File: src/hdl/uirc_defs.svh
`ifndef UIRC_DEFS_SVH
`define UIRC_DEFS_SVH
// Register offsets (byte addresses)
`define UIRC_DATA_OFS 8'h00
`define UIRC_IRQEN_OFS 8'h04
`define UIRC_FIFOCTL_OFS 8'h08
`define UIRC_LINEFMT_OFS 8'h0c
`define UIRC_MODEM_OFS 8'h10
`define UIRC_FIFOSTAT_OFS 8'h18
`define UIRC_IRQSTAT_OFS 8'h1c
`define UIRC_TIMEOUT_OFS 8'h20
`define UIRC_BAUD_OFS 8'h24
`define UIRC_FUNSEL_OFS 8'h30
// Field positions
`define UIRC_DIVX_EN_BIT 29
`define UIRC_DIVX_ONE_BIT 28
`define UIRC_DIVX_LSB 24
`define UIRC_DLY_LSB 8
`define UIRC_RTSLEV_LSB 16
`define UIRC_RXLEV_LSB 4
`define UIRC_AUTO_RTS_BIT 12
`define UIRC_AUTO_CTS_BIT 13
`define UIRC_RS485_AUTO_BIT 8
`define UIRC_RTS_SW_BIT 1
`define UIRC_FIFO_DEPTH 16
`define UIRC_OVS 5'h10
`define UIRC_IR_PULSE 5'h03
`define UIRC_MODEM_RST 32'h0000_0000
`endif

File: src/hdl/uirc_pkg.sv
package uirc_pkg;
    typedef enum logic [1:0] {FUN_UART, FUN_RS485, FUN_IRDA, FUN_RSV} uirc_fun_t;
    typedef enum {TX_IDLE, TX_START, TX_DATA, TX_PAR, TX_STOP, TX_GAP} uirc_txst_t;
    typedef enum {RX_IDLE, RX_START, RX_DATA, RX_PAR, RX_STOP} uirc_rxst_t;
    typedef struct packed {
        logic brk;
        logic fe;
        logic pe;
        logic [8:0] data;
    } uirc_rxent_t;
    typedef struct packed {
        logic [7:0] addr;
        logic [31:0] wdata;
        logic wr;
        logic rd;
    } uirc_bus_t;
endpackage

File: src/hdl/uirc_uart.sv
`timescale 1ns/100ps
`include "uirc_defs.svh"
// Notes on behaviour
// - Mode 0: baud tick every 16*(divisor+2) clocks.
// - Mode 1: tick every (extra+1)*(divisor+2) clocks; extra at least 8.
// - Mode 2: tick every divisor+2 clocks; divisor at least 8.
// - Sixteen-byte transmit FIFO before the shift register.
// - Sixteen-entry receive FIFO; each entry carries parity, framing, break flags.
// - Status readable anytime: six interrupt flags, transfer state, three errors.
// - Six interrupt sources: tx empty, rx level, line, timeout, modem, buffer error.
// - Line status interrupt from parity error, framing error or break.
// - In power-down any CTS change raises a wake-up event.
// - Three function modes: UART, infrared, RS-485, chosen by select field.
// - FIFO control and status identical in all modes.
// - Infrared pulses last 3/16 of a bit; decoder accepts them.
// - RS-485 mode carries nine-bit characters with address bit.
// - RS-485 direction on RTS, automatic or software level.
// - Programmable idle gap after last stop bit, eight-bit delay field.
// - Eight-bit receive timeout while data waits in FIFO.
// - Five to eight data bits.
// - One, one and a half or two stop bits.
// - Parity even, odd, none or stick.
// - Detect break, framing, parity, and rx or tx FIFO overflow.
// - CTS gates transmission; RTS drops at programmable rx level.
// - Rx-available flag when rx fill reaches trigger level.
// - Interrupt asserted while flag and enable set; software clears flag.
module uirc_uart
    import uirc_pkg::*;
(
    input wire logic clk,
    input wire logic nrst,
    input wire logic [7:0] addr,
    input wire logic [31:0] wdata,
    input wire logic wr,
    input wire logic rd,
    output logic [31:0] rdata,
    input wire logic rxPin,
    output logic txPin,
    input wire logic ctsPin,
    output logic rtsPin,
    input wire logic powerDown,
    output logic wakeUp,
    output logic irq
);
    localparam int D = `UIRC_FIFO_DEPTH;

    uirc_bus_t bus;
    assign bus = '{addr: addr, wdata: wdata, wr: wr, rd: rd};

    // Pin synchronisers reset to the idle high level so no false CTS change follows reset
    logic [1:0] rxSync_r, ctsSync_r;
    always_ff @(posedge clk or negedge nrst) begin
        if (!nrst) begin
            rxSync_r <= 2'h3;
            ctsSync_r <= 2'h3;
        end else begin
            rxSync_r <= {rxSync_r[0], rxPin};
            ctsSync_r <= {ctsSync_r[0], ctsPin};
        end
    end

    // Control registers
    logic [31:0] baud_r, lineFmt_r, fifoCtl_r, irqEn_r, timeout_r, modem_r;
    logic [1:0] funSel_r;
    wire logic wrData = bus.wr && bus.addr == `UIRC_DATA_OFS;
    wire logic rdData = bus.rd && bus.addr == `UIRC_DATA_OFS;
    always_ff @(posedge clk or negedge nrst) begin
        if (!nrst) begin
            baud_r <= 32'h0;
            lineFmt_r <= 32'h3;
            fifoCtl_r <= 32'h0;
            irqEn_r <= 32'h0;
            timeout_r <= 32'h0;
            modem_r <= `UIRC_MODEM_RST;
            funSel_r <= 2'h0;
        end else if (bus.wr) begin
            unique case (bus.addr)
                `UIRC_BAUD_OFS: baud_r <= bus.wdata;
                `UIRC_LINEFMT_OFS: lineFmt_r <= bus.wdata;
                `UIRC_FIFOCTL_OFS: fifoCtl_r <= bus.wdata;
                `UIRC_IRQEN_OFS: irqEn_r <= bus.wdata;
                `UIRC_TIMEOUT_OFS: timeout_r <= bus.wdata;
                `UIRC_MODEM_OFS: modem_r <= bus.wdata;
                `UIRC_FUNSEL_OFS: funSel_r <= bus.wdata[1:0];
                default: ;
            endcase
        end
    end
    uirc_fun_t fun;
    assign fun = uirc_fun_t'(funSel_r);
    wire logic isIr = fun == FUN_IRDA;
    wire logic is485 = fun == FUN_RS485;

    // Baud generator: sixteen ticks per bit in every mode
    logic [20:0] baudAcc_r;
    logic tick;
    wire logic divXEn = baud_r[`UIRC_DIVX_EN_BIT];
    wire logic divXOne = baud_r[`UIRC_DIVX_ONE_BIT];
    wire logic [3:0] divX = baud_r[`UIRC_DIVX_LSB +: 4];
    wire logic [20:0] aPlus2 = 21'(baud_r[15:0]) + 21'h2;
    wire logic [20:0] bPlus1 = 21'(divX) + 21'h1;
    wire logic [20:0] bitClks = !divXEn ? {aPlus2[16:0], 4'h0} : divXOne ? aPlus2 : bPlus1 * aPlus2;
    // Adding 16 a clock and removing one bit time per tick spreads exactly 16 ticks
    // over each bit, so no divisor has to be a multiple of 16. Under 16 clocks a bit
    // (mode 2, divisor below 14) a tick comes every clock and the bit is stretched.
    wire logic [20:0] accSum = baudAcc_r + 21'h10;
    assign tick = accSum >= bitClks;
    always_ff @(posedge clk or negedge nrst) begin
        if (!nrst) baudAcc_r <= 21'h0;
        else if (!tick) baudAcc_r <= accSum;
        else baudAcc_r <= (bitClks < 21'h10) ? 21'h0 : accSum - bitClks;
    end

    // Transmit FIFO
    logic [7:0] txMem [D];
    logic [8:0] txAddr9_r [D];
    logic [3:0] txWp_r, txRp_r;
    logic [4:0] txCnt_r;
    logic txPop;
    wire logic txPush = wrData && txCnt_r != 5'(D);
    always_ff @(posedge clk) begin
        if (txPush) begin
            txMem[txWp_r] <= bus.wdata[7:0];
            txAddr9_r[txWp_r] <= bus.wdata[8:0];
        end
    end
    always_ff @(posedge clk or negedge nrst) begin
        if (!nrst) begin
            txWp_r <= 4'h0;
            txRp_r <= 4'h0;
            txCnt_r <= 5'h0;
        end else begin
            if (txPush) txWp_r <= txWp_r + 4'h1;
            if (txPop) txRp_r <= txRp_r + 4'h1;
            txCnt_r <= txCnt_r + 5'(txPush) - 5'(txPop);
        end
    end

    // Line format
    wire logic [3:0] nBits = is485 ? 4'h9 : 4'h5 + {2'h0, lineFmt_r[1:0]};
    wire logic parEn = lineFmt_r[3];
    wire logic parEven = lineFmt_r[4];
    wire logic parStick = lineFmt_r[5];
    // Stop length in samples: 16, 24 (1.5) or 32
    wire logic [5:0] stopLen = !lineFmt_r[2] ? 6'd16 : (lineFmt_r[1:0] == 2'h0 ? 6'd24 : 6'd32);
    function automatic logic parBit(input logic [8:0] d, input logic [3:0] n);
        logic p;
        p = 1'b0;
        for (int i = 0; i < 9; i++)
            if (4'(i) < n) p ^= d[i];
        if (parStick) parBit = !parEven;
        else parBit = parEven ? p : !p;
    endfunction

    // Transmitter, 16 samples per bit
    uirc_txst_t txSt_r;
    logic [8:0] txSh_r;
    logic [3:0] txBit_r;
    logic [5:0] txSmp_r;
    logic [7:0] gapCnt_r;
    logic txLine_r, txPar_r;
    wire logic ctsOk = !irqEn_r[`UIRC_AUTO_CTS_BIT] || ctsSync_r[1];
    wire logic [5:0] bitEnd = (txSt_r == TX_STOP) ? stopLen - 6'h1 : 6'd15;
    wire logic sTick = tick;
    // Starting on a tick keeps the start bit exactly one bit long
    assign txPop = txSt_r == TX_IDLE && txCnt_r != 5'h0 && ctsOk && sTick;
    always_ff @(posedge clk or negedge nrst) begin
        if (!nrst) begin
            txSt_r <= TX_IDLE;
            txSh_r <= 9'h0;
            txBit_r <= 4'h0;
            txSmp_r <= 6'h0;
            gapCnt_r <= 8'h0;
            txLine_r <= 1'b1;
            txPar_r <= 1'b0;
        end else begin
            unique case (txSt_r)
                TX_IDLE: begin
                    txLine_r <= 1'b1;
                    if (txPop) begin
                        txSh_r <= is485 ? txAddr9_r[txRp_r] : {1'b0, txMem[txRp_r]};
                        txPar_r <= parBit(is485 ? txAddr9_r[txRp_r] : {1'b0, txMem[txRp_r]}, nBits);
                        txSt_r <= TX_START;
                        txSmp_r <= 6'h0;
                    end
                end
                TX_GAP: begin
                    txLine_r <= 1'b1;
                    if (sTick && txSmp_r == 6'd15) begin
                        txSmp_r <= 6'h0;
                        if (gapCnt_r == 8'h0) txSt_r <= TX_IDLE;
                        else gapCnt_r <= gapCnt_r - 8'h1;
                    end else if (sTick) txSmp_r <= txSmp_r + 6'h1;
                end
                default: begin
                    txLine_r <= txSt_r == TX_START ? 1'b0 : txSt_r == TX_DATA ? txSh_r[0] :
                                txSt_r == TX_PAR ? txPar_r : 1'b1;
                    if (sTick) begin
                        txSmp_r <= (txSmp_r == bitEnd) ? 6'h0 : txSmp_r + 6'h1;
                        if (txSmp_r == bitEnd) begin
                            unique case (txSt_r)
                                TX_START: begin txSt_r <= TX_DATA; txBit_r <= 4'h0; end
                                TX_DATA: begin
                                    txSh_r <= {1'b0, txSh_r[8:1]};
                                    txBit_r <= txBit_r + 4'h1;
                                    if (txBit_r == nBits - 4'h1) txSt_r <= parEn ? TX_PAR : TX_STOP;
                                end
                                TX_PAR: txSt_r <= TX_STOP;
                                default: begin
                                    txSt_r <= (timeout_r[`UIRC_DLY_LSB +: 8] == 8'h0) ? TX_IDLE : TX_GAP;
                                    gapCnt_r <= timeout_r[`UIRC_DLY_LSB +: 8] - 8'h1;
                                end
                            endcase
                        end
                    end
                end
            endcase
        end
    end
    // Infrared encoder: low pulse of 3 samples inside each zero bit
    wire logic txIdle = txSt_r == TX_IDLE || txSt_r == TX_GAP;
    assign txPin = isIr ? !(!txLine_r && txSmp_r < 6'(`UIRC_IR_PULSE)) : txLine_r;

    // Receiver
    logic [1:0] irHold_r;
    wire logic rxIn = isIr ? !(irHold_r != 2'h0 || !rxSync_r[1]) : rxSync_r[1];
    // Stretches a 3/16 infrared pulse to cover the centre sample
    logic [4:0] irStretch_r;
    always_ff @(posedge clk or negedge nrst) begin
        if (!nrst) begin
            irStretch_r <= 5'h0;
            irHold_r <= 2'h0;
        end else begin
            if (!rxSync_r[1]) irStretch_r <= 5'd16;
            else if (sTick && irStretch_r != 5'h0) irStretch_r <= irStretch_r - 5'h1;
            irHold_r <= {1'b0, irStretch_r != 5'h0};
        end
    end

    uirc_rxst_t rxSt_r;
    logic [8:0] rxSh_r;
    logic [3:0] rxBit_r, rxSmp_r;
    logic rxPar_r, rxPrev_r, rxAllZero_r;
    logic rxPush;
    uirc_rxent_t rxEnt;
    always_ff @(posedge clk or negedge nrst) begin
        if (!nrst) begin
            rxSt_r <= RX_IDLE;
            rxSh_r <= 9'h0;
            rxBit_r <= 4'h0;
            rxSmp_r <= 4'h0;
            rxPar_r <= 1'b0;
            rxPrev_r <= 1'b1;
            rxAllZero_r <= 1'b0;
        end else begin
            rxPrev_r <= rxIn;
            if (rxSt_r == RX_IDLE) begin
                if (rxPrev_r && !rxIn) begin
                    rxSt_r <= RX_START;
                    rxSmp_r <= 4'h0;
                    rxAllZero_r <= 1'b1;
                    rxSh_r <= 9'h0;
                end
            end else if (sTick) begin
                rxSmp_r <= rxSmp_r + 4'h1;
                if (rxSmp_r == 4'd7) begin
                    if (rxIn) rxAllZero_r <= 1'b0;
                    unique case (rxSt_r)
                        RX_START: begin
                            rxSt_r <= rxIn ? RX_IDLE : RX_DATA;
                            rxBit_r <= 4'h0;
                        end
                        RX_DATA: begin
                            rxSh_r[rxBit_r] <= rxIn;
                            rxBit_r <= rxBit_r + 4'h1;
                            if (rxBit_r == nBits - 4'h1) rxSt_r <= parEn ? RX_PAR : RX_STOP;
                        end
                        RX_PAR: begin
                            rxPar_r <= rxIn;
                            rxSt_r <= RX_STOP;
                        end
                        default: rxSt_r <= RX_IDLE;
                    endcase
                end
            end
        end
    end
    assign rxPush = rxSt_r == RX_STOP && sTick && rxSmp_r == 4'd7;
    assign rxEnt = '{brk: rxAllZero_r && !rxIn, fe: !rxIn,
                     pe: parEn && rxPar_r != parBit(rxSh_r, nBits), data: rxSh_r};

    // Receive FIFO with per-entry flags
    uirc_rxent_t rxMem [D];
    logic [3:0] rxWp_r, rxRp_r;
    logic [4:0] rxCnt_r;
    wire logic rxFull = rxCnt_r == 5'(D);
    wire logic rxPop = rdData && rxCnt_r != 5'h0;
    wire logic rxWr = rxPush && !rxFull;
    always_ff @(posedge clk) begin
        if (rxWr) rxMem[rxWp_r] <= rxEnt;
    end
    always_ff @(posedge clk or negedge nrst) begin
        if (!nrst) begin
            rxWp_r <= 4'h0;
            rxRp_r <= 4'h0;
            rxCnt_r <= 5'h0;
        end else begin
            if (rxWr) rxWp_r <= rxWp_r + 4'h1;
            if (rxPop) rxRp_r <= rxRp_r + 4'h1;
            rxCnt_r <= rxCnt_r + 5'(rxWr) - 5'(rxPop);
        end
    end

    // Receive time-out, counted in bit times
    logic [7:0] toCnt_r;
    logic [3:0] toSmp_r;
    logic toFlag;
    always_ff @(posedge clk or negedge nrst) begin
        if (!nrst) begin
            toCnt_r <= 8'h0;
            toSmp_r <= 4'h0;
        end else if (rxCnt_r == 5'h0 || rxPush || rxPop) begin
            toCnt_r <= 8'h0;
            toSmp_r <= 4'h0;
        end else if (sTick && !toFlag) begin
            toSmp_r <= toSmp_r + 4'h1;
            if (toSmp_r == 4'd15) toCnt_r <= toCnt_r + 8'h1;
        end
    end
    assign toFlag = rxCnt_r != 5'h0 && toCnt_r >= timeout_r[7:0] && timeout_r[7:0] != 8'h0;

    // Sticky flags: set beats a write-one clear
    logic pe_r, fe_r, brk_r, txOv_r, rxOv_r, dcts_r, ctsPrev_r, wake_r;
    wire logic stClr = bus.wr && bus.addr == `UIRC_FIFOSTAT_OFS;
    wire logic msClr = bus.wr && bus.addr == `UIRC_MODEM_OFS;
    wire logic ctsChg = ctsSync_r[1] != ctsPrev_r;
    always_ff @(posedge clk or negedge nrst) begin
        if (!nrst) begin
            {pe_r, fe_r, brk_r, txOv_r, rxOv_r, dcts_r, wake_r} <= 7'h0;
            ctsPrev_r <= 1'b1;
        end else begin
            ctsPrev_r <= ctsSync_r[1];
            pe_r <= (rxWr && rxEnt.pe) || (pe_r && !(stClr && bus.wdata[4]));
            fe_r <= (rxWr && rxEnt.fe) || (fe_r && !(stClr && bus.wdata[5]));
            brk_r <= (rxWr && rxEnt.brk) || (brk_r && !(stClr && bus.wdata[6]));
            rxOv_r <= (rxPush && rxFull) || (rxOv_r && !(stClr && bus.wdata[0]));
            txOv_r <= (wrData && !txPush) || (txOv_r && !(stClr && bus.wdata[24]));
            dcts_r <= ctsChg || (dcts_r && !(msClr && bus.wdata[0]));
            wake_r <= (ctsChg && powerDown) || (wake_r && !(msClr && bus.wdata[0]));
        end
    end
    assign wakeUp = ctsChg && powerDown;

    // Interrupt flags: rx level, tx empty, line, modem, timeout, buffer error
    wire logic [3:0] rxLev = fifoCtl_r[`UIRC_RXLEV_LSB +: 4];
    wire logic [5:0] flags = {rxOv_r || txOv_r, toFlag, dcts_r, pe_r || fe_r || brk_r,
                              txCnt_r == 5'h0, rxCnt_r != 5'h0 && rxCnt_r >= {1'b0, rxLev} + 5'h1};
    assign irq = |(flags & irqEn_r[5:0]);

    // Flow control and RS-485 direction
    wire logic [3:0] rtsLev = fifoCtl_r[`UIRC_RTSLEV_LSB +: 4];
    wire logic rtsAuto = !(rxCnt_r >= {1'b0, rtsLev} + 5'h1);
    always_ff @(posedge clk or negedge nrst) begin
        if (!nrst) rtsPin <= 1'b0;
        else if (is485) rtsPin <= modem_r[`UIRC_RS485_AUTO_BIT] ? !txIdle : modem_r[`UIRC_RTS_SW_BIT];
        else rtsPin <= irqEn_r[`UIRC_AUTO_RTS_BIT] ? rtsAuto : modem_r[`UIRC_RTS_SW_BIT];
    end

    // Read mux, data one cycle after the strobe
    always_ff @(posedge clk or negedge nrst) begin
        if (!nrst) rdata <= 32'h0;
        else if (bus.rd) begin
            unique case (bus.addr)
                `UIRC_DATA_OFS: rdata <= {23'h0, rxMem[rxRp_r].data};
                `UIRC_IRQEN_OFS: rdata <= irqEn_r;
                `UIRC_FIFOCTL_OFS: rdata <= fifoCtl_r;
                `UIRC_LINEFMT_OFS: rdata <= lineFmt_r;
                `UIRC_MODEM_OFS: rdata <= {modem_r[31:6], wake_r, ctsSync_r[1], 3'h0, dcts_r};
                `UIRC_FIFOSTAT_OFS: rdata <= {3'h0, txIdle && txCnt_r == 5'h0, 3'h0, txOv_r, txCnt_r == 5'(D),
                    txCnt_r == 5'h0, 2'h0, txCnt_r[3:0], rxFull, rxCnt_r == 5'h0, 2'h0,
                    rxCnt_r[3:0], 1'b0, brk_r, fe_r, pe_r, 3'h0, rxOv_r};
                `UIRC_IRQSTAT_OFS: rdata <= {18'h0, flags & irqEn_r[5:0], 2'h0, flags};
                `UIRC_TIMEOUT_OFS: rdata <= timeout_r;
                `UIRC_BAUD_OFS: rdata <= baud_r;
                `UIRC_FUNSEL_OFS: rdata <= {30'h0, funSel_r};
                default: rdata <= 32'h0;
            endcase
        end else rdata <= 32'h0;
    end
endmodule

File: config.mk
export PLATFORM = sky130hd
export DESIGN_NAME = uirc_uart
export DESIGN_NICKNAME = d
export VERILOG_FILES = /design/src/hdl/uirc_pkg.sv /design/src/hdl/uirc_uart.sv
export VERILOG_INCLUDE_DIRS = /design/src /design/src/hdl
export SDC_FILE = /design/constraint.sdc
export NUM_CORES = 1
export LEC_CHECK = 0
export ABC_AREA = 1
export BUFFER_PORTS_ARGS = -buffer_cell sky130_fd_sc_hd__buf_2
export CAP_MARGIN = 15
export CORE_MARGIN = 1.5
export CORE_UTILIZATION = 38
export CTS_CLUSTER_SIZE = 16
export DETAILED_ROUTE_END_ITERATION = 8
export HOLD_SLACK_MARGIN = 0.02
export SLEW_MARGIN = 40
export SYNTH_ARGS = -nofsm -noshare
export SYNTH_HDL_FRONTEND = slang
export SYNTH_SLANG_ARGS = --single-unit
export TNS_END_PERCENT = 10
File: constraint.sdc
create_clock -name clk -period 8.2 [get_ports clk]
set_clock_uncertainty 0.15 [all_clocks]
set_input_delay 0.82 -clock clk [delete_from_list [all_inputs] [get_ports clk]]
set_output_delay 0.82 -clock clk [all_outputs]
set_load 0.01 [all_outputs]
# Yosys cells after proc, flatten, opt, wreduce, memory -nomap -nowiden
# Memories as Yosys holds them, arrays and structs flattened.
# Index checks and enable logic that the tools add are counted.
# totals
reg_bits,417
ramBits,464
inputBits,47
out_inout_bits,36
elab_cells,409
mem_count,3
# classes
add_sub_neg,26
multipliers,1
order_cmp,17
n_eq_ne,45
mux,123
bitwise,21
reduce_logical,129
# mem_list
name,words,width,rd,rd_ports_with_merged_regs,wr,line,source
rxMem,16,12,1,0,1,uirc_uart.sv:293,uirc_rxent_t rxMem [D];
txAddr9_r,16,9,1,0,1,uirc_uart.sv:116,logic [8:0] txAddr9_r [D];
txMem,16,8,1,0,1,uirc_uart.sv:115,logic [7:0] txMem [D];
# op_table
cell,count
2-to-1 mux 32 bit,12
case mux 32 bit (10 select lines),1
case mux 32 bit (3 select lines),2
"== test 32 x 2 -> 1 bit, second input constant",5
"== test 32 x 3 -> 1 bit, second input constant",3
"== test 32 x 4 -> 1 bit, second input constant",3
zero test 32 bit,3
2-to-1 mux 9 bit,10
2-to-1 mux 21 bit,4
"== test 32 x 1 -> 1 bit, second input constant",2
2-to-1 mux 8 bit,8
case mux 32 bit (2 select lines),1
2-to-1 mux 1 bit,59
2-to-1 mux 6 bit,8
logical AND 1 bit,43
"adder 4 x 1 -> 4 bit, second input constant",8
nonzero test 2 bit,13
"== test 8 x 5 -> 1 bit, second input constant",3
"== test 8 x 6 -> 1 bit, second input constant",3
zero test 8 bit,3
2-to-1 mux 4 bit,6
AND reduction 4 bit,6
"adder 21 x 5 -> 21 bit, second input constant",1
greater-or-equal comparator 21 bit,1
other kinds (65),154

# Longest topological paths before layout
# Gate-level depths: netlist of the first run.
# depth
ltp_word,43
depth_mapped,47

# Worst setup path before layout of the first run
# Ideal clock, no wire load.
# synth_timing
path_kind,reg-to-reg
from,register baud_r[24]
to,register rxCnt_r[4]
setup_time_ns,0.079
arrival_time_ns,7.125
slack_ns,0.846
path_stages_with_launch,44
path_buffers,3
period_less_slack_ns,7.354
cell_sequence,dfrtp_1 > ha_1 > xor2_1 > inv_1 > clkbuf_1 > nor2_1 > fa_1 > fa_1 > inv_1 > fa_1 > inv_1 > ha_1 > nand2_1 > inv_1 > nand2_1 > nand2_1 > nand2_1 > nand3_1 > (+8 left out) > ha_1 > nand2_1 > nor4_2 > nand3_1 > nand4_1 > buf_4 > nand4_1 > nor2_1 > buf_4 > inv_1 > ha_1 > inv_1 > ha_1 > fa_1 > a21oi_1 > nor2_1 > nor2_1 > xor2_1
# synth_via
elab_chain_len,10
# synth_lines
item,line,source
from (decl),uirc_uart.sv:63,"logic [31:0] baud_r, lineFmt_r, fifoCtl_r, irqEn_r, timeout_r, modem_r;"
from (signal assigned),uirc_uart.sv:78,`UIRC_BAUD_OFS: baud_r <= bus.wdata;
adder 4 x 1 -> 5 bit,uirc_uart.sv:101,wire logic [20:0] bPlus1 = 21'(divX) + 21'h1;
multiplier 5 x 17 -> 21 bit,uirc_uart.sv:102,"wire logic [20:0] bitClks = !divXEn ? {aPlus2[16:0], 4'h0} : divXOne ? aPlus2 : bPlus1 * aPlus2;"
2-to-1 mux 21 bit (2 in series),uirc_uart.sv:102,
greater-or-equal comparator 21 bit,uirc_uart.sv:107,assign tick = accSum >= bitClks;
logical AND 1 bit (2 in series),uirc_uart.sv:288,assign rxPush = rxSt_r == RX_STOP && sTick && rxSmp_r == 4'd7;
logical AND 1 bit,uirc_uart.sv:298,wire logic rxWr = rxPush && !rxFull;
adder 5 x 1 -> 5 bit,uirc_uart.sv:310,rxCnt_r <= rxCnt_r + 5'(rxWr) - 5'(rxPop);
subtractor 5 x 1 -> 5 bit,uirc_uart.sv:310,
to (signal assigned),uirc_uart.sv:310,
to (decl),uirc_uart.sv:295,logic [4:0] rxCnt_r;
# Every way passes these cells.
# A chain may end at the register's enable or synchronous reset.

# Final worst setup path of the first run
# layout_timing
from,register baud_r[1]
to,register rxCnt_r[4]
# layout_via
elab_chain_len,10
# layout_lines
item,line,source
adder 16 x 2 -> 17 bit *,uirc_uart.sv:100,wire logic [20:0] aPlus2 = 21'(baud_r[15:0]) + 21'h2;
multiplier 5 x 17 -> 21 bit,uirc_uart.sv:102,
2-to-1 mux 21 bit,uirc_uart.sv:102,
2-to-1 mux 21 bit *,uirc_uart.sv:102,
greater-or-equal comparator 21 bit *,uirc_uart.sv:107,
logical AND 1 bit * (2 in series),uirc_uart.sv:288,
logical AND 1 bit *,uirc_uart.sv:298,
adder 5 x 1 -> 5 bit *,uirc_uart.sv:310,
subtractor 5 x 1 -> 5 bit *,uirc_uart.sv:310,
# Every way passes the cells marked *; elsewhere a longest branch is shown, timed or not.

==> results.md, run 1 <==
- Max Fclk: about 130 MHz
- I/O pin count: a little over 80
- Number of global-route vias before repair: approximately 25000
- Synth unique cells: between 60 and 70
- Synth async-reset ratio: about 55%
- Routability Congestion: between 0.8 and 0.9
- Outcome: completed
- Final Hold Fails: 0
- Biggest cell delay along the critical path: between 500 and 600 ps
- Critical path launch point type: register
- Avg WL per Cell: between 15 and 20 µm
- Synth Cell Area: between 30000 and 40000 µm²
- Grt ovf: 0
- Post-synth top flop: dfrtp_1
- Worst Path Arrival: slightly above 8000 ps
- Power Dens Cells: 269.2 nW/µm²
- Avg Cell Area, Syn: between 9 and 10 µm²
- DRT antenna net count: 0
- DP HPWL: 61680 µm
- Num CTS Buffers: between 70 and 80
- Slew @ Worst Pin: 877.3 ps
- Min Tclk post-route: slightly below 8000 ps
- Final period util: approximately 94%
- Total core area: 86890 µm²
- Full die area: between 80000 and 90000 µm²
- Clock sink count: between 600 and 700
- Pre-Repair DR Iteration Count: 8
- NumNets Final: about 4000
- Layout cells sized above 1: under 10%
- Global router's overall resource usage: between 20% and 30%
- Worst-skew pair later-pin latency: roughly 640 ps
- Sequential fraction of the synthesis area: a little over half
- Drt initial violations: ~2300
- Initial antenna violation count: 1
- # setup viols final: 0
- H-tree levels: 3
- Slew Viols, Final: 0
- Worst-path clk slew: about 60 ps
- Commonest non-fill, non-tap cell in the layout: nand2_1
- Pin count of the biggest net entering global routing: ~150
- Crit path max fanout: 10
- Syn_nets: between 3000 and 4000
- Most used cell, CP: inv_1
- Number of vias per cell: slightly above 5
- Most frequent cells in the layout: nand2_1, inv_1, o21ai_0, nor2_1, dfrtp_1
- TritonCTS clock tree: done
- Post-synth EDFFs: between 200 and 300
- Slew HR: between 40 and 50%
- Kind of critical path: reg2reg
- Hold slack: ~140 ps
- Clock root cell: clkbuf_16
- Area of the multi-input gates: between 10000 and 15000 µm²
- DR vias: between 20000 and 30000
- R2R setup slack: between 400 and 500 ps
- Syn-to-layout area delta: 13.21%
- Yosys warns: 0
- Critical Path RT: 8600 ps
- Rows: around 110
- Slowest CP cell: fa_1
- Die Y: between 200 and 300 µm
- Crit. End Element: register
- Hold WC Path Type: in2reg
- FF+latch area: roughly 18000 µm²
- Design area: 37770 µm²
- DRC errors left: 0
- Flops & latches, synth: around 640
- LEAKAGE: around 16 nW
- Aggregate negative setup slack: 0 ps
- Area after DPL: about 35000 µm²
- Max cap viols: 0
- R2R cell count: 39
- Clock Path Buffers: 3
- Die X: between 200 and 300 µm
- Worst VDD drop: 0.2024 mV
- Synth Instances: between 3000 and 4000
- Initial Util: a little under two fifths
- Fill count: around 8500
- First-pass GRT wire length: approximately 140000 µm
- Final setup margin: between 400 and 500 ps
- Cells on Worst Hold Path: 1
- Total Wirelength: a little over 90000 µm
- Pre-CTS setup slack: 135.9 ps
- Port Buffer Count: 82
-- path summary, 6_finish.rpt --
kind,start,to
max,baud_r[1]$_DFFE_PN0P_,rxCnt_r[4]$_DFF_PN0_
min,rxPin,rxSync_r[0]$_DFF_PN1_
max reg2reg,baud_r[1]$_DFFE_PN0P_,rxCnt_r[4]$_DFF_PN0_
min reg2reg,rxSync_r[0]$_DFF_PN1_,rxSync_r[1]$_DFF_PN1_
max in group asynchronous,nrst,baud_r[20]$_DFFE_PN0P_
min in group asynchronous,nrst,rdata[7]$_DFF_PN0_
-- timing repair --
| action | 4_1_cts | 5_1_grt |
|---|---|---|
| endpoints found under the hold margin | 16 | 0 |
| hold buffers | 1 | 0 |
| resized for setup | 0 | 33 |
| setup endpoints to repair | 0 | 17 |
| buffers inserted | 0 | 11 |
-- power by group --
group / internal, W / total (W) / switching, W
combinational: 0.00102 / 0.00298 / 0.00197
clock: 0.00196 / 0.00335 / 0.00139
sequential: 0.00362 / 0.00384 / 0.000216
total: 0.00660 / 0.0102 / 0.00357
-- final cells by class --
class                      instances  area share [%]
multi-input combinational       2517           36.92
sequential                       642           46.41
antenna                            3         0.01988
timing repair buffer             142           2.438
clock inverter                    32           1.176
inverter                         388           3.863
tap                             1155           3.827
clock buffer                     103           5.351
-- routing by layer --
layer / vias up / track usage, % / part of all wire (%)
met5: - / 0 / 0
met4: 0 / 5.796 / 2.6
met3: 134 / 2.972 / 5.7
met2: 745 / 32.49 / 46
met1: 12378 / 28.34 / 45
li1: 12457 / - / -
-- registers in the layout (all words and copies together) (netlist names), 5 cells and up --
signal	flops
irStretch_r	5
txCnt_r	5
txSh_r	9
baud_r	32
rxSh_r	9
rxMem	144
rxCnt_r	5
timeout_r	32
txAddr9_r	144
rdata	32
txSmp_r	6
baudAcc_r	21
modem_r	27
irqEn_r	32
fifoCtl_r	32
toCnt_r	8
gapCnt_r	8
lineFmt_r	32
-- synth_stat cells, types with 14 or more instances --
cell type  count  area (µm²)
nand2_1      917        3442
inv_1        369        1385
nor2_1       364        1366
o21ai_0      362        1812
dfrtp_1      345        8633
edfxtp_1     288        8648
nand3_1      168       840.8
a21oi_1      121       605.6
ha_1         113        1414
clkbuf_1      90       337.8
xor2_1        67       586.8
fa_1          47       940.9
nand4_1       33       206.5
a221oi_1      28       245.2
mux2i_1       26       260.3
o221ai_1      26       227.7
nor3_1        25       125.1
xnor2_1       23       201.4
o211ai_1      21       157.7
buf_2         19       95.09
a41oi_1       17       148.9
o22ai_1       15       93.84
nand2_2       14       87.58
-- cell families after synthesis --
family	after synthesis	share of synthesized area (%)
buffers and inverters	520	6.196
XOR/XNOR	92	2.461
adder cells (fa/ha/maj)	160	7.059
AO/OA/AOI/OAI	671	11.74
AND/OR/NAND/NOR	1567	19.22
multiplexers	27	0.8139
flip-flops	642	52.51
-- critical path: cells and delay by family, from the launching register on --
| kind | cells | cell delay (ps) |
|---|---|---|
| DFF | 1 | 400 |
| AOI/OAI and AO/OA | 1 | 150 |
| and+or+nand+nor | 19 | 2560 |
| xor gates and xnor gates | 2 | 440 |
| adders and majority gates | 8 | 3130 |
| buffers and inverters | 9 | 780 |
-- through the flow --
step	power [W]	utilization, %	std cells
2_1_floorplan	0.006061	-	3679
3_3_place_gp	0.006786	40.29	4831
3_5_place_dp	0.006830	40.33	4831
4_1_cts	0.01019	43.18	4967
5_1_grt	0.01083	43.46	4980
6_report	0.01017	43.47	4982
Power figures use the tool's default switching activity.
==> run 2, diff against run 1 <==
--- a/config.mk
+++ b/config.mk
@@ -6,7 +6,6 @@
 export SDC_FILE = /design/constraint.sdc
 export NUM_CORES = 1
 export LEC_CHECK = 0
-export ABC_AREA = 1
 export BUFFER_PORTS_ARGS = -buffer_cell sky130_fd_sc_hd__buf_2
 export CAP_MARGIN = 15
 export CORE_MARGIN = 1.5
==> run 2 against run 1 <==
Hold slack got worse by 72 ps. Sequential share of layout area fell by 0.12 points. Area after synthesis fell by 0.94%. Worst setup slack got worse by 160 ps. Critical endpoint unchanged. Fmax fell by 2.0%. Sequential power rose by 4%. Largest cell class unchanged. Sequential cell count did not move. Global-route usage fell by 0.52 points. Routed wire length fell by 3.4%. Non-clock buffer count rose by 44. Clock-buffer cell count fell by 7. Via count fell by 13%.
==> results.md, run 2 <==
- DRT antenna net count: 0 (unchanged)
- DRC errors left: 0 (unchanged)
- Commonest non-fill, non-tap cell in the layout: dfrtp_1 (was nand2_1)
- Most area-consuming cells after synthesis: edfxtp_1, dfrtp_1, mux2_2 (was edfxtp_1, dfrtp_1, nand2_1)
- Clock root cell: clkbuf_16 (unchanged)
- Max cap viols: 0 (unchanged)
- Design area: 37860 µm² (was 37770 µm²)
- Sw Ratio: 32.98% (was 35.10%)
- Synth unique cells: 100 (was 64)
- Slew @ Worst Pin: 888.8 ps (was 877.3 ps)
- Area share of the largest cell type after synthesis: 26.17% (was 25.93%)
- Crit path max fanout: 8 (was 10)
- Flops & latches, synth: 642 (unchanged)
- Most frequent cell after synthesis: dfrtp_1 (was nand2_1)
- DP HPWL: 60340 µm (was 61680 µm)
- Pin count of the biggest net entering global routing: 86 (was 146)
- Slew HR: 40.74% (was 41.45%)
- Total core area: 85680 µm² (was 86890 µm²)
- Critical path launch point type: register (unchanged)
- Global router's overall resource usage: 19.67% (was 20.19%)
- Kind of critical path: reg2reg (unchanged)
- Worst VDD drop: 0.2212 mV (was 0.2024 mV)
- Synth top cells by count: dfrtp_1, edfxtp_1, mux2_2, nand2_1, nor2_1 (was nand2_1, inv_1, nor2_1, o21ai_0, dfrtp_1)
- Aggregate negative setup slack: 0 ps (unchanged)
- Initial Util: 38.57% (was 38.39%)
- Slew Viols, Final: 0 (unchanged)
- Total power: 0.01033 W (was 0.01017 W)
- Final period util: 96.27% (was 94.35%)
- H-tree levels: 3 (unchanged)
- Slowest CP cell: fa_1 (unchanged)
- Port Buffer Count: 82 (unchanged)
- Final Hold Fails: 0 (unchanged)
- Synth Instances: 2635 (was 3679)
- Largest area contributor in the netlist: edfxtp_1 (unchanged)
- Worst Path Arrival: 8300 ps (was 8140 ps)
- Critical Path RT: 8600 ps (about the same)
- Post-Place Cells: 3827 (was 4831)
- # setup viols final: 0 (unchanged)
- First-pass GRT wire length: 135900 µm (was 142300 µm)
- Power Dens Cells: 273.0 nW/µm² (was 269.2 nW/µm²)
- Post-synth EDFFs: 288 (unchanged)
- Area after DPL: 35050 µm² (was 35040 µm²)
- Total Wirelength: 87690 µm (was 90820 µm)
- Register share of total power: 38.6% (was 37.7%)
- Pint: 0.006926 W (was 0.006599 W)
- Hold WC Path Type: in2async (was in2reg)
- Comb pwr share: 29.2% (was 29.3%)
- Largest regs: rxMem: 144 flops, txAddr9_r: 144 flops (unchanged)
- Outcome: completed (unchanged)
- Grt ovf: 0 (unchanged)
- Fin cells: 3974 (was 4982)
- Crit. End Element: register (unchanged)
- Synth async-reset ratio: 55.14% (unchanged)
- Pre-Repair DR Iteration Count: 6 (was 8)
- Synth Cell Area: 33050 µm² (was 33360 µm²)
- Worst-path clk slew: 70 ps (was 60 ps)
- Yosys warns: 0 (unchanged)
- Net Sw Power: 0.003407 W (was 0.003568 W)
- Worst-skew pair later-pin latency: 640 ps (about the same)
- Syn_nets: 2842 (was 3886)
- Clock sink count: 642 (unchanged)
- I/O pin count: 83 (unchanged)
- Rows: 107 (was 108)
- Post-synth top flop: dfrtp_1 (unchanged)
- Initial antenna violation count: 6 (was 1)
- TritonCTS clock tree: done (unchanged)
- NumNets Final: 2978 (was 3971)
- Number of vias per cell: 5.615 (was 5.161)
- Clk pwr share: 32.2% (was 33.0%)
- Num CTS Buffers: 71 (was 73)
- LEAKAGE: 15.69 nW (was 16.42 nW)
- Syn-to-layout area delta: 14.56% (was 13.21%)
- Layout cells sized above 1: 24.05% (was 9.859%)
- Full die area: 88740 µm² (was 89570 µm²)
- Most used cell, CP: ha_1 (was inv_1)
- Most frequent cells in the layout: dfrtp_1, edfxtp_1, mux2_2, nand2_1, nor2_1 (was nand2_1, inv_1, o21ai_0, nor2_1, dfrtp_1)
- DR vias: 22313 (was 25714)
- Avg WL per Cell: 22.07 µm (was 18.23 µm)
- Die Y: 297.9 µm (was 299.3 µm)
- Routability Congestion: 0.8595 (was 0.8949)
- Number of global-route vias before repair: 23046 (was 24716)
- Die X: 297.9 µm (was 299.3 µm)
- Max Fclk: 126.7 MHz (was 129.3 MHz)
- Min Tclk post-route: 7894 ps (was 7736 ps)
- Sequential fraction of the synthesis area: 53.01% (was 52.51%)
- Biggest cell delay along the critical path: 510 ps (was 570 ps)
- Clock Path Buffers: 3 (unchanged)
- Avg Cell Area, Syn: 12.54 µm² (was 9.067 µm²)
- Drt initial violations: 1804 (was 2299)
run 2: cell types whose count changed in the layout (fill, tap and decap cells not counted), moves of 64 or more:
cell,previous run,this run
nand2_1,907,178
o21ai_0,358,79
inv_1,365,114
mux2_2,1,204
nor2_1,343,167
nand3_1,168,66
mux4_2,0,64
run 2: per-layer routing:
layer  routed length, µm  vias to the layer above  part of all wire [%]  global-route usage, %
met4                3072                        8                   3.5                  7.264
met2               41840                      688                    48                  32.23
met1               37450                    11408                    43                  25.74
met5                  61                        -                 0.070                      0
li1                    -                    10026                     -                      -
met3                5268                      183                   6.0                  4.040
run 2: cell families after synthesis:
family	after synthesis	synth area share (%)
buf+inv	240	3.120
mux	321	13.02
fa+ha+maj	160	7.126
compound gates	483	10.39
flops	642	53.01
simple gates	667	9.913
xor+xnor	122	3.419
run 2: worst max-delay path: cells and delay by family (launching register included):
kind | cells | cell delay, ps
and+or+nand+nor | 15 | 2680
adders and majority gates | 8 | 2670
AOI/OAI and AO/OA | 8 | 1330
DFF | 1 | 340
xor gates and xnor gates | 2 | 300
muxes | 1 | 180
buffers and inverters | 3 | 150
run 2: worst paths after layout:
check	endpoint	start	cells past startpoint	slack, ps
max reg2reg	rxCnt_r[4]$_DFF_PN0_	baud_r[7]$_DFFE_PN0P_	37	310
min in group clk	ctsSync_r[0]$_DFF_PN1_	ctsPin	1	150
max in group asynchronous	rxRp_r[0]$_DFFE_PN0P_	nrst	2	6590
min reg2reg	rxSync_r[1]$_DFF_PN1_	rxSync_r[0]$_DFF_PN1_	0	200
max	rxCnt_r[4]$_DFF_PN0_	baud_r[7]$_DFFE_PN0P_	37	310
min	baudAcc_r[18]$_DFF_PN0_	nrst	1	60
run 2: layout make-up:
| class | instances | area, µm² |
|---|---|---|
| Fill cell | 7746 | 47830 |
| Sequential cell | 642 | 17520 |
| Multi-Input combinational cell | 1753 | 14770 |
| Clock buffer | 96 | 1931 |
| Tap cell | 1144 | 1431 |
| Timing Repair Buffer | 186 | 1216 |
| Clock inverter | 34 | 540.5 |
| Inverter | 117 | 439.2 |
| Antenna cell | 2 | 5.005 |
run 2: timing repair:
item                       CTS  global route
pin swaps                    1            17
setup endpoints to repair    2           134
hold buffers                 0             0
resized for setup            6            38
setup buffers                0            15
run 2: stage by stage:
stage                     setup WS (ps)  utilization, %  hold slack, ps
after floorplan                   2.428               -           195.2
after global routing             -73.85           44.18           99.17
after global placement           -15.98           40.88           199.7
final                             305.8           44.18           63.10
after CTS                         15.57           43.83           88.96
after detailed placement         -92.30           40.91           197.2
run 2: power groups by stage:
| stage | Sequential, W | Combinational, W | Clock (W) |
|---|---|---|---|
| CTS | 0.00399 | 0.00299 | 0.00339 |
| global route | 0.00404 | 0.00335 | 0.00351 |
| global placement | 0.00403 | 0.00289 | 0 |
| floorplan | 0.00387 | 0.00236 | 0 |
| detailed placement | 0.00405 | 0.00297 | 0 |
| finish | 0.00399 | 0.00301 | 0.00333 |
==> run 3, diff against run 2 <==
--- a/config.mk
+++ b/config.mk
@@ -6,9 +6,10 @@
 export SDC_FILE = /design/constraint.sdc
 export NUM_CORES = 1
 export LEC_CHECK = 0
+export ABC_AREA = 1
 export BUFFER_PORTS_ARGS = -buffer_cell sky130_fd_sc_hd__buf_2
 export CAP_MARGIN = 15
-export CORE_MARGIN = 1.5
+export CORE_MARGIN = 2
 export CORE_UTILIZATION = 38
 export CTS_CLUSTER_SIZE = 16
 export DETAILED_ROUTE_END_ITERATION = 8
==> run 3 against run 2 <==
Utilization fell by 0.59 points. Critical path depth is the same. Hold slack gained 68 ps. Sequential share of layout area about the same. Die area up 1.6%. Total power fell by 0.48%. Largest cell class unchanged. Highest routed layer unchanged.
==> results.md, run 3 (same netlist as run 1, synthesis figures left out) <==
- Max cap viols: 0 (unchanged)
- DR vias: 25730 (was 22313)
- Die Y: 300.3 µm (was 297.9 µm)
- Pre-Repair DR Iteration Count: 6 (unchanged)
- LEAKAGE: 16.48 nW (was 15.69 nW)
- Area after DPL: 35080 µm² (was 35050 µm²)
- Avg WL per Cell: 18.47 µm (was 22.07 µm)
- Rows: 108 (was 107)
- Initial antenna violation count: 1 (was 6)
- Slowest CP cell: fa_1 (unchanged)
- Largest regs: rxMem: 144 flops, txAddr9_r: 144 flops (unchanged)
- Commonest non-fill, non-tap cell in the layout: nand2_1 (was dfrtp_1)
- Kind of critical path: reg2reg (unchanged)
- Full die area: 90170 µm² (was 88740 µm²)
- Total power: 0.01028 W (was 0.01033 W)
- Number of vias per cell: 5.171 (was 5.615)
- Final period util: 93.35% (was 96.27%)
- Final Hold Fails: 0 (unchanged)
- Design area: 37880 µm² (was 37860 µm²)
- Worst-skew pair later-pin latency: 640 ps (about the same)
- Clock sink count: 642 (unchanged)
- Clock root cell: clkbuf_16 (unchanged)
- Worst VDD drop: 0.2749 mV (was 0.2212 mV)
- Drt initial violations: 2105 (was 1804)
- Num CTS Buffers: 75 (was 71)
- Die X: 300.3 µm (was 297.9 µm)
- Area of the multi-input gates: 13940 µm² (was 14770 µm²)
- Routability Congestion: 0.8862 (was 0.8595)
- Slew HR: 42.05% (was 40.74%)
- Hold WC Path Type: in2reg (was in2async)
- Biggest cell delay along the critical path: 540 ps (was 510 ps)
- Port Buffer Count: 82 (unchanged)
- Total core area: 86890 µm² (was 85680 µm²)
- Power Dens Cells: 271.5 nW/µm² (was 273.0 nW/µm²)
- Min Tclk post-route: 7655 ps (was 7894 ps)
- Pin count of the biggest net entering global routing: 95 (was 86)
- Global router's overall resource usage: 20.32% (was 19.67%)
- Top delay family on crit path: adder cells (was simple AND/OR/NAND/NOR gates)
- Fill count: 8411 (was 7746)
- Critical path launch point type: register (unchanged)
- FF+latch area: 17530 µm² (was 17520 µm²)
- Crit path max fanout: 10 (was 8)
- Slew @ Worst Pin: 865.2 ps (was 888.8 ps)
- H-tree levels: 3 (unchanged)
- Initial Util: 38.39% (was 38.57%)
- Layout cells sized above 1: 10.21% (was 24.05%)
- Outcome: completed (unchanged)
- Clock Path Buffers: 3 (unchanged)
- NumNets Final: 3967 (was 2978)
- Antenna cells: 0 (was 2)
- DRT antenna net count: 0 (unchanged)
- Most used cell, CP: inv_1 (was ha_1)
- Grt ovf: 0 (unchanged)
- Slew Viols, Final: 0 (unchanged)
- Max Fclk: 130.6 MHz (was 126.7 MHz)
- Number of global-route vias before repair: 24963 (was 23046)
- Critical Path RT: 8570 ps (was 8600 ps)
- Crit. End Element: register (unchanged)
- First-pass GRT wire length: 143500 µm (was 135900 µm)
- Total Wirelength: 91910 µm (was 87690 µm)
- Syn-to-layout area delta: 13.54% (was 14.56%)
- # setup viols final: 0 (unchanged)
- I/O pin count: 83 (unchanged)
- Worst-path clk slew: 60 ps (was 70 ps)
- DP HPWL: 62790 µm (was 60340 µm)
- Worst path buffer plus inverter count: 9 (was 3)
- DRC errors left: 0 (unchanged)
- TritonCTS clock tree: done (unchanged)
- Most frequent cells in the layout: nand2_1, inv_1, o21ai_0, nor2_1, dfrtp_1 (was dfrtp_1, edfxtp_1, mux2_2, nand2_1, nor2_1)
- Worst Path Arrival: 8020 ps (was 8300 ps)
[run 3: cell types whose count changed in the layout (fill, tap and decap cells not counted), moves of 38 or more]
cell,before,now
inv_1,114,364
xnor2_1,66,23
nand2_1,178,908
nand3_1,66,167
nor2_1,167,339
mux2_2,204,1
and2_1,39,1
mux4_2,64,0
buf_4,100,46
o21ai_0,79,358
[run 3: final cells by class]
type                            instances  area share, %
Sequential cell                       642          46.28
Clock inverter                         37          1.209
Tap cell                             1155          3.815
Multi-Input combinational cell       2517          36.81
Inverter                              388          3.852
Timing Repair Buffer                  136          2.365
Clock buffer                          101          5.669
[run 3: worst register-to-register path: cells and delay by family (launching register included)]
family / cells / cell delay (ps)
AOI/OAI and AO/OA: 6 / 1110
DFF: 1 / 390
buffers and inverters: 9 / 870
and+or+nand+nor: 12 / 1660
adders and majority gates: 8 / 3060
xor gates and xnor gates: 2 / 300
[run 3: through the flow]
stage	utilization [%]	hold WS [ps]	instances	TNS [ps]	worst slack [ps]
floorplan	-	195.2	3679	0	845.8
global placement	40.29	196.1	4831	0	423.0
detailed placement	40.38	196.8	4833	0	194.4
CTS	43.38	102.4	4972	0	193.0
global route	43.59	103.4	4976	-7.295	-7.295
finish	43.59	130.7	4976	0	545.2
[run 3: per-layer routing]
metal	up-vias	global-route usage (%)	wire, µm
li1	12466	-	-
met1	12410	28.19	41380
met2	683	32.71	42780
met3	169	2.789	4732
met4	2	7.000	2999
met5	-	0	13
[run 3: repair_timing]
item / 4_1_cts / 5_1_grt
setup endpoints to repair: 0 / 50
hold endpoints to repair: 36 / 0
buffers inserted: 0 / 4
gates resized for setup: 0 / 34
hold buffers: 1 / 0
[run 3: final timing paths]
| path | from | endpoint | slack, ps | depth (start not counted) |
|---|---|---|---|---|
| hold reg to reg | ctsSync_r[0]$_DFF_PN1_ | ctsSync_r[1]$_DFF_PN1_ | 200 | 0 |
| min in group asynchronous | nrst | rdata[7]$_DFF_PN0_ | 530 | 2 |
| setup / recovery | baud_r[1]$_DFFE_PN0P_ | txCnt_r[4]$_DFF_PN0_ | 550 | 37 |
| setup reg to reg | baud_r[1]$_DFFE_PN0P_ | txCnt_r[4]$_DFF_PN0_ | 550 | 37 |
| max in group asynchronous | nrst | irqEn_r[18]$_DFFE_PN0P_ | 5800 | 5 |
| hold / removal | ctsPin | ctsSync_r[0]$_DFF_PN1_ | 130 | 1 |
[run 3: report_power, final]
group          switching [W]  internal (W)
registers           0.000227       0.00362
clock network        0.00140       0.00208
logic                0.00196       0.00100
total                0.00358       0.00670
